## src/iofp_pkg.sv

```systemverilog
// Shared constants and carrier types of the I/O mapped flash address port.
package iofp_pkg;

    // ************************************************************
    // Host channel widths and port group layout
    // ************************************************************
    localparam int HOST_ADDR_W     = 10;
    localparam int HOST_DATA_W     = 16;
    localparam int PORT_SEL_W      = 3;
    localparam int PORT_COUNT      = 8;
    localparam int PORT_ADDR_LOW   = 0;
    localparam int PORT_ADDR_HIGH  = 1;
    localparam int PORT_ACCESS     = 2;
    localparam int PORT_STREAM     = 3;

    // ************************************************************
    // Flash side layout
    // ************************************************************
    localparam int FLASH_ADDR_W    = 32;
    localparam int NIBBLE_W        = 4;
    localparam int CE_SEL_W        = 3;
    localparam int CE_COUNT        = 8;
    localparam int DEV_ADDR_W_DEF  = 22;

    // ************************************************************
    // Reset values
    // ************************************************************
    localparam logic [FLASH_ADDR_W-1:0] ADDR_RESET = 32'h0000_0000;
    localparam logic [HOST_DATA_W-1:0]  DATA_RESET = 16'h0000;

    typedef struct packed {
        logic [HOST_ADDR_W-1:0] addr;
        logic                   aen;
        logic                   iorN;
        logic                   iowN;
        logic [HOST_DATA_W-1:0] data;
    } iofp_host_s;

    localparam iofp_host_s HOST_IDLE = '{addr: '0, aen: 1'b1, iorN: 1'b1, iowN: 1'b1,
                                         data: DATA_RESET};

    typedef struct packed {
        logic [CE_COUNT-1:0] ceN;
        logic                oeN;
        logic                weN;
        logic                xcvrEnN;
    } iofp_flash_ctl_s;

    localparam iofp_flash_ctl_s FLASH_IDLE = '{ceN: '1, oeN: 1'b1, weN: 1'b1, xcvrEnN: 1'b1};

    typedef enum logic [2:0] {
        ST_IDLE  = 3'b001,
        ST_READ  = 3'b010,
        ST_WRITE = 3'b100
    } iofp_state_e;

endpackage : iofp_pkg

```

## src/iofp_sync.sv

```systemverilog
// Three-stage input synchroniser with an agreement filter on the last two stages.
`timescale 1ns/100ps
`default_nettype none
module iofp_sync #(
    parameter int               WIDTH   = 1,
    parameter logic [WIDTH-1:0] RST_VAL = '0
) (
    input  wire logic             core_clk, // Block clock.
    input  wire logic             reset_n,  // Asynchronous reset, active low.
    input  wire logic             clkEn,    // Clock enable, freezes state when low.
    input  wire logic [WIDTH-1:0] din,      // Asynchronous input.
    output logic      [WIDTH-1:0] dout      // Filtered synchronous value.
);
    logic [WIDTH-1:0] stage1_r;
    logic [WIDTH-1:0] stage2_r;
    logic [WIDTH-1:0] stage3_r;
    wire              agree = (stage2_r == stage3_r);

    // A value passes on only once two stages agree, so a word caught mid-change is held back.
    always_ff @(posedge core_clk or negedge reset_n) begin
        if (!reset_n) begin
            stage1_r <= RST_VAL;
            stage2_r <= RST_VAL;
            stage3_r <= RST_VAL;
            dout     <= RST_VAL;
        end else if (clkEn) begin
            stage1_r <= din;
            stage2_r <= stage1_r;
            stage3_r <= stage2_r;
            if (agree) begin
                dout <= stage3_r;
            end
        end
    end
endmodule : iofp_sync
`default_nettype wire

```

## src/iofp_port.sv

```systemverilog
// Host I/O port group that loads, holds and advances the flash address and gates flash access.
//
// How it works
// - Eight consecutive I/O ports on an eight-aligned base, one-hot decoded from three bits.
// - Port decode is enabled only inside the group and with address-enable low.
// - Writes to ports zero and one load the low and high address halves.
// - The held counter drives the flash address pins and the chip-enable decode.
// - Access to port two enables the chip decode and transceivers for read or write.
// - Without an access the chip enables and transceivers stay off to save power.
// - Port three read returns data, then the counter increments as the read ends.
// - Repeated port three reads step through consecutive addresses without reloading.
`timescale 1ns/100ps
`default_nettype none
module iofp_port
    import iofp_pkg::*;
#(
    parameter logic [HOST_ADDR_W-1:0] IO_BASE    = 10'h300,
    parameter int                     DEV_ADDR_W = DEV_ADDR_W_DEF
) (
    input  wire logic                    core_clk,     // Block clock, 100 MHz.
    input  wire logic                    reset_n,      // Asynchronous reset, active low.
    input  wire logic                    clkEn,        // Clock enable.
    input  wire iofp_host_s              hostIn,       // Host channel pins.
    output logic      [HOST_DATA_W-1:0]  hostDataOut,  // Read data to host.
    output logic                         hostDataOe,   // Host data drive enable.
    input  wire logic [HOST_DATA_W-1:0]  flashDataIn,  // Data from the flash array.
    output logic      [FLASH_ADDR_W-1:0] flashAddr,    // Flash address pins.
    output iofp_flash_ctl_s              flashCtl,     // Chip enables and strobes.
    output logic      [HOST_DATA_W-1:0]  flashDataOut, // Write data to flash.
    output logic                         flashDataOe   // Flash data drive enable.
);

    // ************************************************************
    // Parameter checks
    // ************************************************************
    initial begin
        if (IO_BASE[PORT_SEL_W-1:0] != '0) begin
            $error("Port group base must be aligned to eight.");
        end
        if (DEV_ADDR_W + CE_SEL_W > FLASH_ADDR_W || DEV_ADDR_W < 1) begin
            $error("Device address width does not fit the flash address.");
        end
        if (FLASH_ADDR_W != 2 * HOST_DATA_W || FLASH_ADDR_W % NIBBLE_W != 0) begin
            $error("Flash address must be two host words of whole nibbles.");
        end
    end

    function automatic logic [PORT_COUNT-1:0] decode8(input logic [PORT_SEL_W-1:0] sel);
        logic [PORT_COUNT-1:0] hot;
        hot      = '0;
        hot[sel] = 1'b1;
        return hot;
    endfunction : decode8

    // ************************************************************
    // Input synchronisers
    // ************************************************************
    iofp_host_s             hostF;
    logic [HOST_DATA_W-1:0] flashDataF;

    iofp_sync #(.WIDTH($bits(iofp_host_s)), .RST_VAL(HOST_IDLE)) uHostSync (
        .core_clk (core_clk),
        .reset_n  (reset_n),
        .clkEn    (clkEn),
        .din      (hostIn),
        .dout     (hostF)
    );

    iofp_sync #(.WIDTH(HOST_DATA_W), .RST_VAL(DATA_RESET)) uFlashSync (
        .core_clk (core_clk),
        .reset_n  (reset_n),
        .clkEn    (clkEn),
        .din      (flashDataIn),
        .dout     (flashDataF)
    );

    // ************************************************************
    // Port decode
    // ************************************************************
    wire                  groupHit = (hostF.addr[HOST_ADDR_W-1:PORT_SEL_W] ==
                                      IO_BASE[HOST_ADDR_W-1:PORT_SEL_W]) && !hostF.aen;
    wire [PORT_COUNT-1:0] portHit  = groupHit ? decode8(hostF.addr[PORT_SEL_W-1:0]) : '0;
    wire                  iorAct   = !hostF.iorN;
    wire                  iowAct   = !hostF.iowN;

    iofp_state_e            state_r;
    iofp_state_e            state_nxt;
    logic                   iowPrev_r;
    logic [PORT_COUNT-1:0]  wrPort_r;
    logic [HOST_DATA_W-1:0] wrData_r;
    logic                   streamRd_r;
    logic                   streamRd_nxt;

    // Loads act at the end of the write, as the released write strobe would clock a latch.
    wire writeEnd           = iowPrev_r && !iowAct;
    wire addressLoadStrobeA = writeEnd && wrPort_r[PORT_ADDR_LOW];
    wire addressLoadStrobeB = writeEnd && wrPort_r[PORT_ADDR_HIGH];
    wire readEnd            = (state_r == ST_READ) && !iorAct;
    wire counterPulse       = readEnd && streamRd_r;

    // ************************************************************
    // Access sequencer
    // ************************************************************
    always_comb begin
        state_nxt    = state_r;
        streamRd_nxt = streamRd_r;
        unique case (state_r)
            ST_IDLE: begin
                if (iorAct && (portHit[PORT_ACCESS] || portHit[PORT_STREAM])) begin
                    state_nxt    = ST_READ;
                    streamRd_nxt = portHit[PORT_STREAM];
                end else if (iowAct && portHit[PORT_ACCESS]) begin
                    state_nxt = ST_WRITE;
                end
            end
            ST_READ: begin
                if (!iorAct) begin
                    state_nxt    = ST_IDLE;
                    streamRd_nxt = 1'b0;
                end
            end
            ST_WRITE: begin
                if (!iowAct) begin
                    state_nxt = ST_IDLE;
                end
            end
        endcase
    end

    // ************************************************************
    // Address counter
    // ************************************************************
    logic [FLASH_ADDR_W-1:0] counter_nxt;
    wire  [FLASH_ADDR_W-1:0] counterInc = flashAddr + 32'h0000_0001;

    always_comb begin
        counter_nxt = flashAddr;
        if (addressLoadStrobeA) begin
            counter_nxt[HOST_DATA_W-1:0] = wrData_r;
        end else if (addressLoadStrobeB) begin
            counter_nxt[FLASH_ADDR_W-1:HOST_DATA_W] = wrData_r;
        end else if (counterPulse) begin
            counter_nxt = counterInc;
        end
    end

    // Outputs are computed from next state so pins change with the state, not a cycle after.
    wire                  accessNxt = (state_nxt != ST_IDLE);
    wire [CE_COUNT-1:0]   ceHot     = decode8(counter_nxt[DEV_ADDR_W +: CE_SEL_W]);
    wire iofp_flash_ctl_s ctl_nxt;
    assign ctl_nxt.ceN     = accessNxt ? ~ceHot : '1;
    assign ctl_nxt.oeN     = (state_nxt != ST_READ);
    assign ctl_nxt.weN     = (state_nxt != ST_WRITE);
    assign ctl_nxt.xcvrEnN = !accessNxt;

    always_ff @(posedge core_clk or negedge reset_n) begin
        if (!reset_n) begin
            state_r    <= ST_IDLE;
            streamRd_r <= 1'b0;
            iowPrev_r  <= 1'b0;
            wrPort_r   <= '0;
            wrData_r   <= DATA_RESET;
            flashAddr  <= ADDR_RESET;
            flashCtl   <= FLASH_IDLE;
        end else if (clkEn) begin
            state_r    <= state_nxt;
            streamRd_r <= streamRd_nxt;
            iowPrev_r  <= iowAct;
            if (iowAct) begin
                wrPort_r <= portHit;
                wrData_r <= hostF.data;
            end
            flashAddr  <= counter_nxt;
            flashCtl   <= ctl_nxt;
        end
    end

    // ************************************************************
    // Data paths
    // ************************************************************
    always_ff @(posedge core_clk or negedge reset_n) begin
        if (!reset_n) begin
            hostDataOut  <= DATA_RESET;
            hostDataOe   <= 1'b0;
            flashDataOut <= DATA_RESET;
            flashDataOe  <= 1'b0;
        end else if (clkEn) begin
            hostDataOe  <= (state_nxt == ST_READ);
            flashDataOe <= (state_nxt == ST_WRITE);
            if (state_r == ST_READ) begin
                hostDataOut <= flashDataF;
            end
            if (iowAct) begin
                flashDataOut <= hostF.data;
            end
        end
    end

    // ************************************************************
    // Checks
    // ************************************************************
    port_onehot_a: assert property (@(posedge core_clk) disable iff (!reset_n)
        $onehot0(portHit)) else $error("Port decode is not one-hot.");

    aen_block_a: assert property (@(posedge core_clk) disable iff (!reset_n)
        clkEn && hostF.aen && state_r == ST_IDLE |=> state_r == ST_IDLE)
        else $error("Access started with address enable high.");

    load_low_a: assert property (@(posedge core_clk) disable iff (!reset_n)
        clkEn && addressLoadStrobeA |=> flashAddr[HOST_DATA_W-1:0] == $past(wrData_r))
        else $error("Low address half not loaded.");

    load_high_a: assert property (@(posedge core_clk) disable iff (!reset_n)
        clkEn && addressLoadStrobeB |=>
        flashAddr[FLASH_ADDR_W-1:HOST_DATA_W] == $past(wrData_r))
        else $error("High address half not loaded.");

    addr_hold_a: assert property (@(posedge core_clk) disable iff (!reset_n)
        state_r == ST_READ && $past(state_r) == ST_READ |-> $stable(flashAddr))
        else $error("Flash address moved during a read.");

    read_enable_a: assert property (@(posedge core_clk) disable iff (!reset_n)
        state_r == ST_READ |-> !flashCtl.oeN && !flashCtl.xcvrEnN && flashCtl.weN &&
        flashCtl.ceN == ~decode8(flashAddr[DEV_ADDR_W +: CE_SEL_W]))
        else $error("Read did not enable the selected device.");

    write_enable_a: assert property (@(posedge core_clk) disable iff (!reset_n)
        state_r == ST_WRITE |-> !flashCtl.weN && flashDataOe && !hostDataOe)
        else $error("Write did not drive the flash.");

    idle_off_a: assert property (@(posedge core_clk) disable iff (!reset_n)
        state_r == ST_IDLE |-> flashCtl.ceN == '1 && flashCtl.xcvrEnN && !flashDataOe)
        else $error("Array enabled while idle.");

    stream_step_a: assert property (@(posedge core_clk) disable iff (!reset_n)
        clkEn && counterPulse |=> flashAddr == $past(flashAddr) + 32'h0000_0001 ##0
        state_r == ST_IDLE) else $error("Stream read did not advance the address.");

    counter_hold_a: assert property (@(posedge core_clk) disable iff (!reset_n)
        clkEn && !addressLoadStrobeA && !addressLoadStrobeB && !counterPulse |=>
        $stable(flashAddr)) else $error("Address changed without a load or stream read.");

endmodule : iofp_port
`default_nettype wire

```

## config.mk

```make
export PLATFORM = sky130hd
export DESIGN_NAME = iofp_port
export DESIGN_NICKNAME = d
export VERILOG_FILES = /design/src/iofp_pkg.sv /design/src/iofp_sync.sv /design/src/iofp_port.sv
export SDC_FILE = /design/constraint.sdc
export NUM_CORES = 1
export LEC_CHECK = 0
export BUFFER_PORTS_ARGS = -buffer_cell sky130_fd_sc_hd__buf_4
export CAP_MARGIN = 20
export CORE_MARGIN = 1
export CORE_UTILIZATION = 50
export CTS_BUF_LIST = sky130_fd_sc_hd__clkbuf_4 sky130_fd_sc_hd__clkbuf_8 sky130_fd_sc_hd__clkbuf_16
export CTS_CLUSTER_DIAMETER = 30
export DETAILED_ROUTE_END_ITERATION = 12
export PLACE_DENSITY = 0.7
export SLEW_MARGIN = 15
export SYNTH_ARGS = -nofsm -noshare
export SYNTH_HDL_FRONTEND = slang
export SYNTH_SLANG_ARGS = --single-unit
```

## constraint.sdc

```tcl
create_clock -name core_clk -period 7 [get_ports core_clk]
set_clock_uncertainty 0.1 [all_clocks]
set_input_delay 1.4 -clock core_clk [delete_from_list [all_inputs] [get_ports core_clk]]
set_output_delay 1.4 -clock core_clk [all_outputs]
set_load 0.02 [all_outputs]
```

==> run summary <==
The run finished with clean final reports. Counting flops and latches in the post-synthesis netlist gives 264. The layout filler cell count came out at 1764. The standard cell with the maximum stage delay on the critical path is sky130_fd_sc_hd__buf_4. The sum of negative setup slack is 0 ns. The largest vdd supply drop came out at 221 µV.

The count of placed standard cells in the final layout, fillers left out is 1365. Yosys mapped the design onto 60 distinct sky130hd cell types. The final antenna diode count is 0. The maximum operating frequency is 297 MHz. The pin count of the biggest net entering global routing is 131.

The post-synthesis sequential area ratio came out at 0.575. The DRC violations left is 0. Post-CTS repair changed the size of 0 cells. The via count of the first global-routing pass came out at 7803. The path depth of the worst reg2reg path is 6. The critical path required time is 7.31 ns.

The max-capacitance violation count came out at 0. The final wirelength came out at 25800 µm. The fraction of final layout cells with drive strength greater than 1 is 0.433.

The net count after synthesis is 950. The number of cells on the worst hold path is 1. The mean instance size in the synthesized netlist came out at 12.8 µm².

The final HPWL from detailed placement came out at 16900 µm. The post-CTS clock slew at the launch and capture registers of the worst setup and hold paths is 0.05 ns. The die area is 23700 µm².

The top cell type by total area after synthesis is sky130_fd_sc_hd__dfrtp_1. The final route contains 7808 vias. The analysis attributes to cell leakage a power of 6.47 nW.

The first detailed-routing pass ran for 4 iterations. The worst setup slack after placement is 3.07 ns. The shortest period the worst path allows came out at 3.36 ns. Setup repair after global routing left no endpoint under its margin.

The combined buffer and inverter count along the critical path is 4. The fraction of post-synthesis cell area in the top cell type by area is 0.520. The share of the clock period used by the worst path after layout is 0.480. Summed over all nets, the switching power comes to 0.00105 W. The total congestion overflow after global routing came out at 0. The die outline width is 154 µm. The die is 154 µm tall. The starting density of the core came out at 0.510.

Dividing the detail-routed via count by the number of cells gives 5.72. The worst-case setup margin in the final layout came out at 3.64 ns. The overall global routing resource usage is 0.225. The final-report hold violation count is 0. After synthesis the cells add up to 11500 µm². The count of port buffers added during placement is 124.

The switching part of the total power came out at 0.237. STA classifies the critical path startpoint as an input pin. The post-cts hold buffer count came out at 0. The signed area change from the synthesized netlist to the final layout came out at 24.5%.

The standard-cell row count is 55. The normalized max-slew margin is 0.324. The critical path endpoint category is a flop. Clock latency on the worst-skew pair, taken at its later pin, is 0.53 ns. After the first detailed-routing iteration, the DRC count stood at 453. For this design, the sink count on the clock tree is 264. The delay of the slowest cell on the worst path came out at 0.58 ns. After synthesis, the share of flip-flops with an asynchronous set or reset is 1.00. The share of total power in the clock network is 0.519.

By startpoint and endpoint, the worst setup path is classified as input pin to flop. CTS placed an instance of sky130_fd_sc_hd__clkbuf_16 at the clock tree root. Counting along the longest clock path gives a buffer depth of 3.

The remaining antenna violation count is 0. The instance count after placement with tap cells included came out at 1274. Ranked by total cell area, the synthesized netlist is headed by sky130_fd_sc_hd__dfrtp_1, sky130_fd_sc_hd__mux2_2, sky130_fd_sc_hd__dfstp_2, sky130_fd_sc_hd__o21ai_0, sky130_fd_sc_hd__xnor2_1.

Cell internal power was estimated by the tool at 0.00336 W. The first-pass GRT wire length is 42100 µm. The number of antenna violations at the first check in global routing came out at 0. The number of pins with negative max-slew slack in the final report is 0.

The sequential cell fraction of total power came out at 0.404. Data arrives at the worst endpoint at 3.67 ns. The final weighted congestion of routability-driven global placement came out at 0.935. The post-CTS setup-driven buffer insertion count is 0. Clock tree synthesis inserted a total of 49 buffers. Walking the worst path, the cells encountered are buf_6, buf_4, clkinv_1, nor2_1, buf_4, mux2_2.

The number of H-tree branching levels is 2. The category of cells accounting for the largest share of critical-path delay is buffers and inverters. The logic gate share of total power came out at 0.077.

During I/O placement, the number of pins put on the boundary was 125. The gate count of the mapped netlist is 901. Setup violations remaining at the end of the flow were counted as 0.

Yosys mapped a number of flops with a built-in enable equal to 0. The min-delay analysis places its worst path in the category flop to flop. The ratio of total power to cell area is 307 nW/µm². The number of cells on the critical path came out at 6.

In this run the worst path has a maximum fanout of 49. For the pin with the worst max-slew slack, the measured transition is 1.01 ns. The most common cell type on the critical path is sky130_fd_sc_hd__buf_4. The final layout contains 1089 nets. The per-cell routed wire length came out at 18.9 µm.

TritonCTS built the clock tree. The yosys synthesis warning count is 0. The area of the core is 22600 µm². In the synthesized netlist the dominant register cell turns out to be sky130_fd_sc_hd__dfrtp_1.
==> per-layer routing <==
metal  up-vias  part of all wire  track usage  wire length [µm]
met4         0             0.022       0.0867               580
li1       3602                 -            -                 -
met2       251              0.48        0.357             12300
met1      3908              0.44        0.312             11400
met5         -                 0            0                 0
met3        47             0.057       0.0369              1480
==> layout make-up <==
class,count,area (µm²),share of cell area
clock buffers,58,1330,0.0922
clock inverters,33,325,0.0226
inverters,12,45.0,0.00313
multi-input cells,578,4660,0.324
flip-flops and latches,264,6640,0.462
well taps,285,357,0.0248
repair buffers,135,1030,0.0718
==> layout by cell type, fill, tap and decap left out, types with 3 or more instances in the layout <==
cell	Yosys	final
sky130_fd_sc_hd__dfrtp_1	240	240
sky130_fd_sc_hd__mux2_2	212	212
sky130_fd_sc_hd__buf_4	1	132
sky130_fd_sc_hd__clkbuf_16	0	49
sky130_fd_sc_hd__o21ai_0	48	48
sky130_fd_sc_hd__a21oi_1	38	38
sky130_fd_sc_hd__nand2_1	36	36
sky130_fd_sc_hd__nor2_1	34	34
sky130_fd_sc_hd__dfstp_2	24	24
sky130_fd_sc_hd__xnor2_1	22	22
sky130_fd_sc_hd__xor2_1	22	22
sky130_fd_sc_hd__nand4_1	20	20
sky130_fd_sc_hd__nand3_1	20	20
sky130_fd_sc_hd__nor3_1	15	15
sky130_fd_sc_hd__nor4_1	11	11
sky130_fd_sc_hd__inv_1	11	11
sky130_fd_sc_hd__clkinv_2	0	10
sky130_fd_sc_hd__o22a_1	9	9
sky130_fd_sc_hd__clkinvlp_4	0	9
sky130_fd_sc_hd__and3_1	8	8
sky130_fd_sc_hd__and2_1	8	8
sky130_fd_sc_hd__o22ai_1	7	7
sky130_fd_sc_hd__a2bb2oi_1	7	7
sky130_fd_sc_hd__clkinv_4	0	6
sky130_fd_sc_hd__clkbuf_8	0	5
sky130_fd_sc_hd__a22oi_1	4	4
sky130_fd_sc_hd__a21o_1	4	4
sky130_fd_sc_hd__a31oi_1	4	4
sky130_fd_sc_hd__o211ai_1	4	4
sky130_fd_sc_hd__inv_6	0	4
sky130_fd_sc_hd__bufinv_16	0	4
sky130_fd_sc_hd__clkbuf_4	0	4
sky130_fd_sc_hd__a32oi_1	3	3
sky130_fd_sc_hd__o21a_1	3	3
sky130_fd_sc_hd__nand3b_1	3	3
==> worst register-to-register path, delay by kind of cell, from the launching register on <==
family,cells,cell delay (ns)
flip-flops,1,0.63
AND/OR/NAND/NOR,4,1.79
AO/OA/AOI/OAI,2,0.35
==> power groups by stage <==
stage	logic, W	clock network (W)	registers [W]
after floorplan	0.000238	0	0.00177
after global placement	0.000334	0	0.00180
after detailed placement	0.000340	0	0.00180
after CTS	0.000346	0.00233	0.00178
after global routing	0.000375	0.00240	0.00180
final	0.000339	0.00229	0.00178
==> metrics by stage <==
| stage | utilization | power, W | hold slack (ns) | cell area (µm²) |
|---|---|---|---|---|
| global route | 0.635 | 0.00458 | 0.412 | 14400 |
| CTS | 0.635 | 0.00446 | 0.399 | 14400 |
| global placement | 0.561 | 0.00213 | 0.379 | 12700 |
| detailed placement | 0.562 | 0.00214 | 0.388 | 12700 |
| floorplan | - | 0.00201 | 0.371 | 11500 |
| finish | 0.635 | 0.00441 | 0.394 | 14400 |
==> cell families after synthesis <==
family / share of synthesized area
and+or+nand+nor: 0.0796
adders and majority gates: 0.00108
buffers and inverters: 0.0219
xor gates and xnor gates: 0.0334
DFF: 0.575
AOI/OAI and AO/OA: 0.0825
muxes: 0.207
==> state kept, by name (all words and copies together), names as in the netlist, 2 cells and up <==
register and cells:
flashAddr 32, uHostSync.dout 29, uHostSync.stage1_r 29, uHostSync.stage2_r 29, uHostSync.stage3_r 29, flashDataOut 16, hostDataOut 16, uFlashSync.dout 16
uFlashSync.stage1_r 16, uFlashSync.stage2_r 16, uFlashSync.stage3_r 16, flashCtl 11, state_r 3, wrPort_r 2
==> path summary, 6_finish.rpt <==
check | from | endpoint | slack (ns)
worst max-delay path | clkEn | hostDataOut[4]$_DFFE_PN0P_ | 3.64
worst min-delay path | uFlashSync.dout[1]$_DFFE_PN0P_ | hostDataOut[1]$_DFFE_PN0P_ | 0.39
worst max register to register | uHostSync.dout[16]$_DFFE_PN1P_ | flashCtl[6]$_DFFE_PN1P_ | 4.06
worst min register to register | uFlashSync.dout[1]$_DFFE_PN0P_ | hostDataOut[1]$_DFFE_PN0P_ | 0.39
max in group asynchronous | reset_n | uHostSync.stage2_r[15]$_DFFE_PN0P_ | 4.65
min in group asynchronous | reset_n | flashAddr[3]$_DFFE_PN0P_ | 0.85
==> cells in the mapped netlist, drive strengths merged (11+ instances only) <==
cell    number
dfrtp      240
mux2       212
o21ai       48
clkbuf      39
a21oi       38
nand2       36
nor2        34
dfstp       24
xnor2       22
xor2        22
nand3       20
nand4       20
nor3        16
nor4        12
inv         11
(Power assumes the default switching activity.)
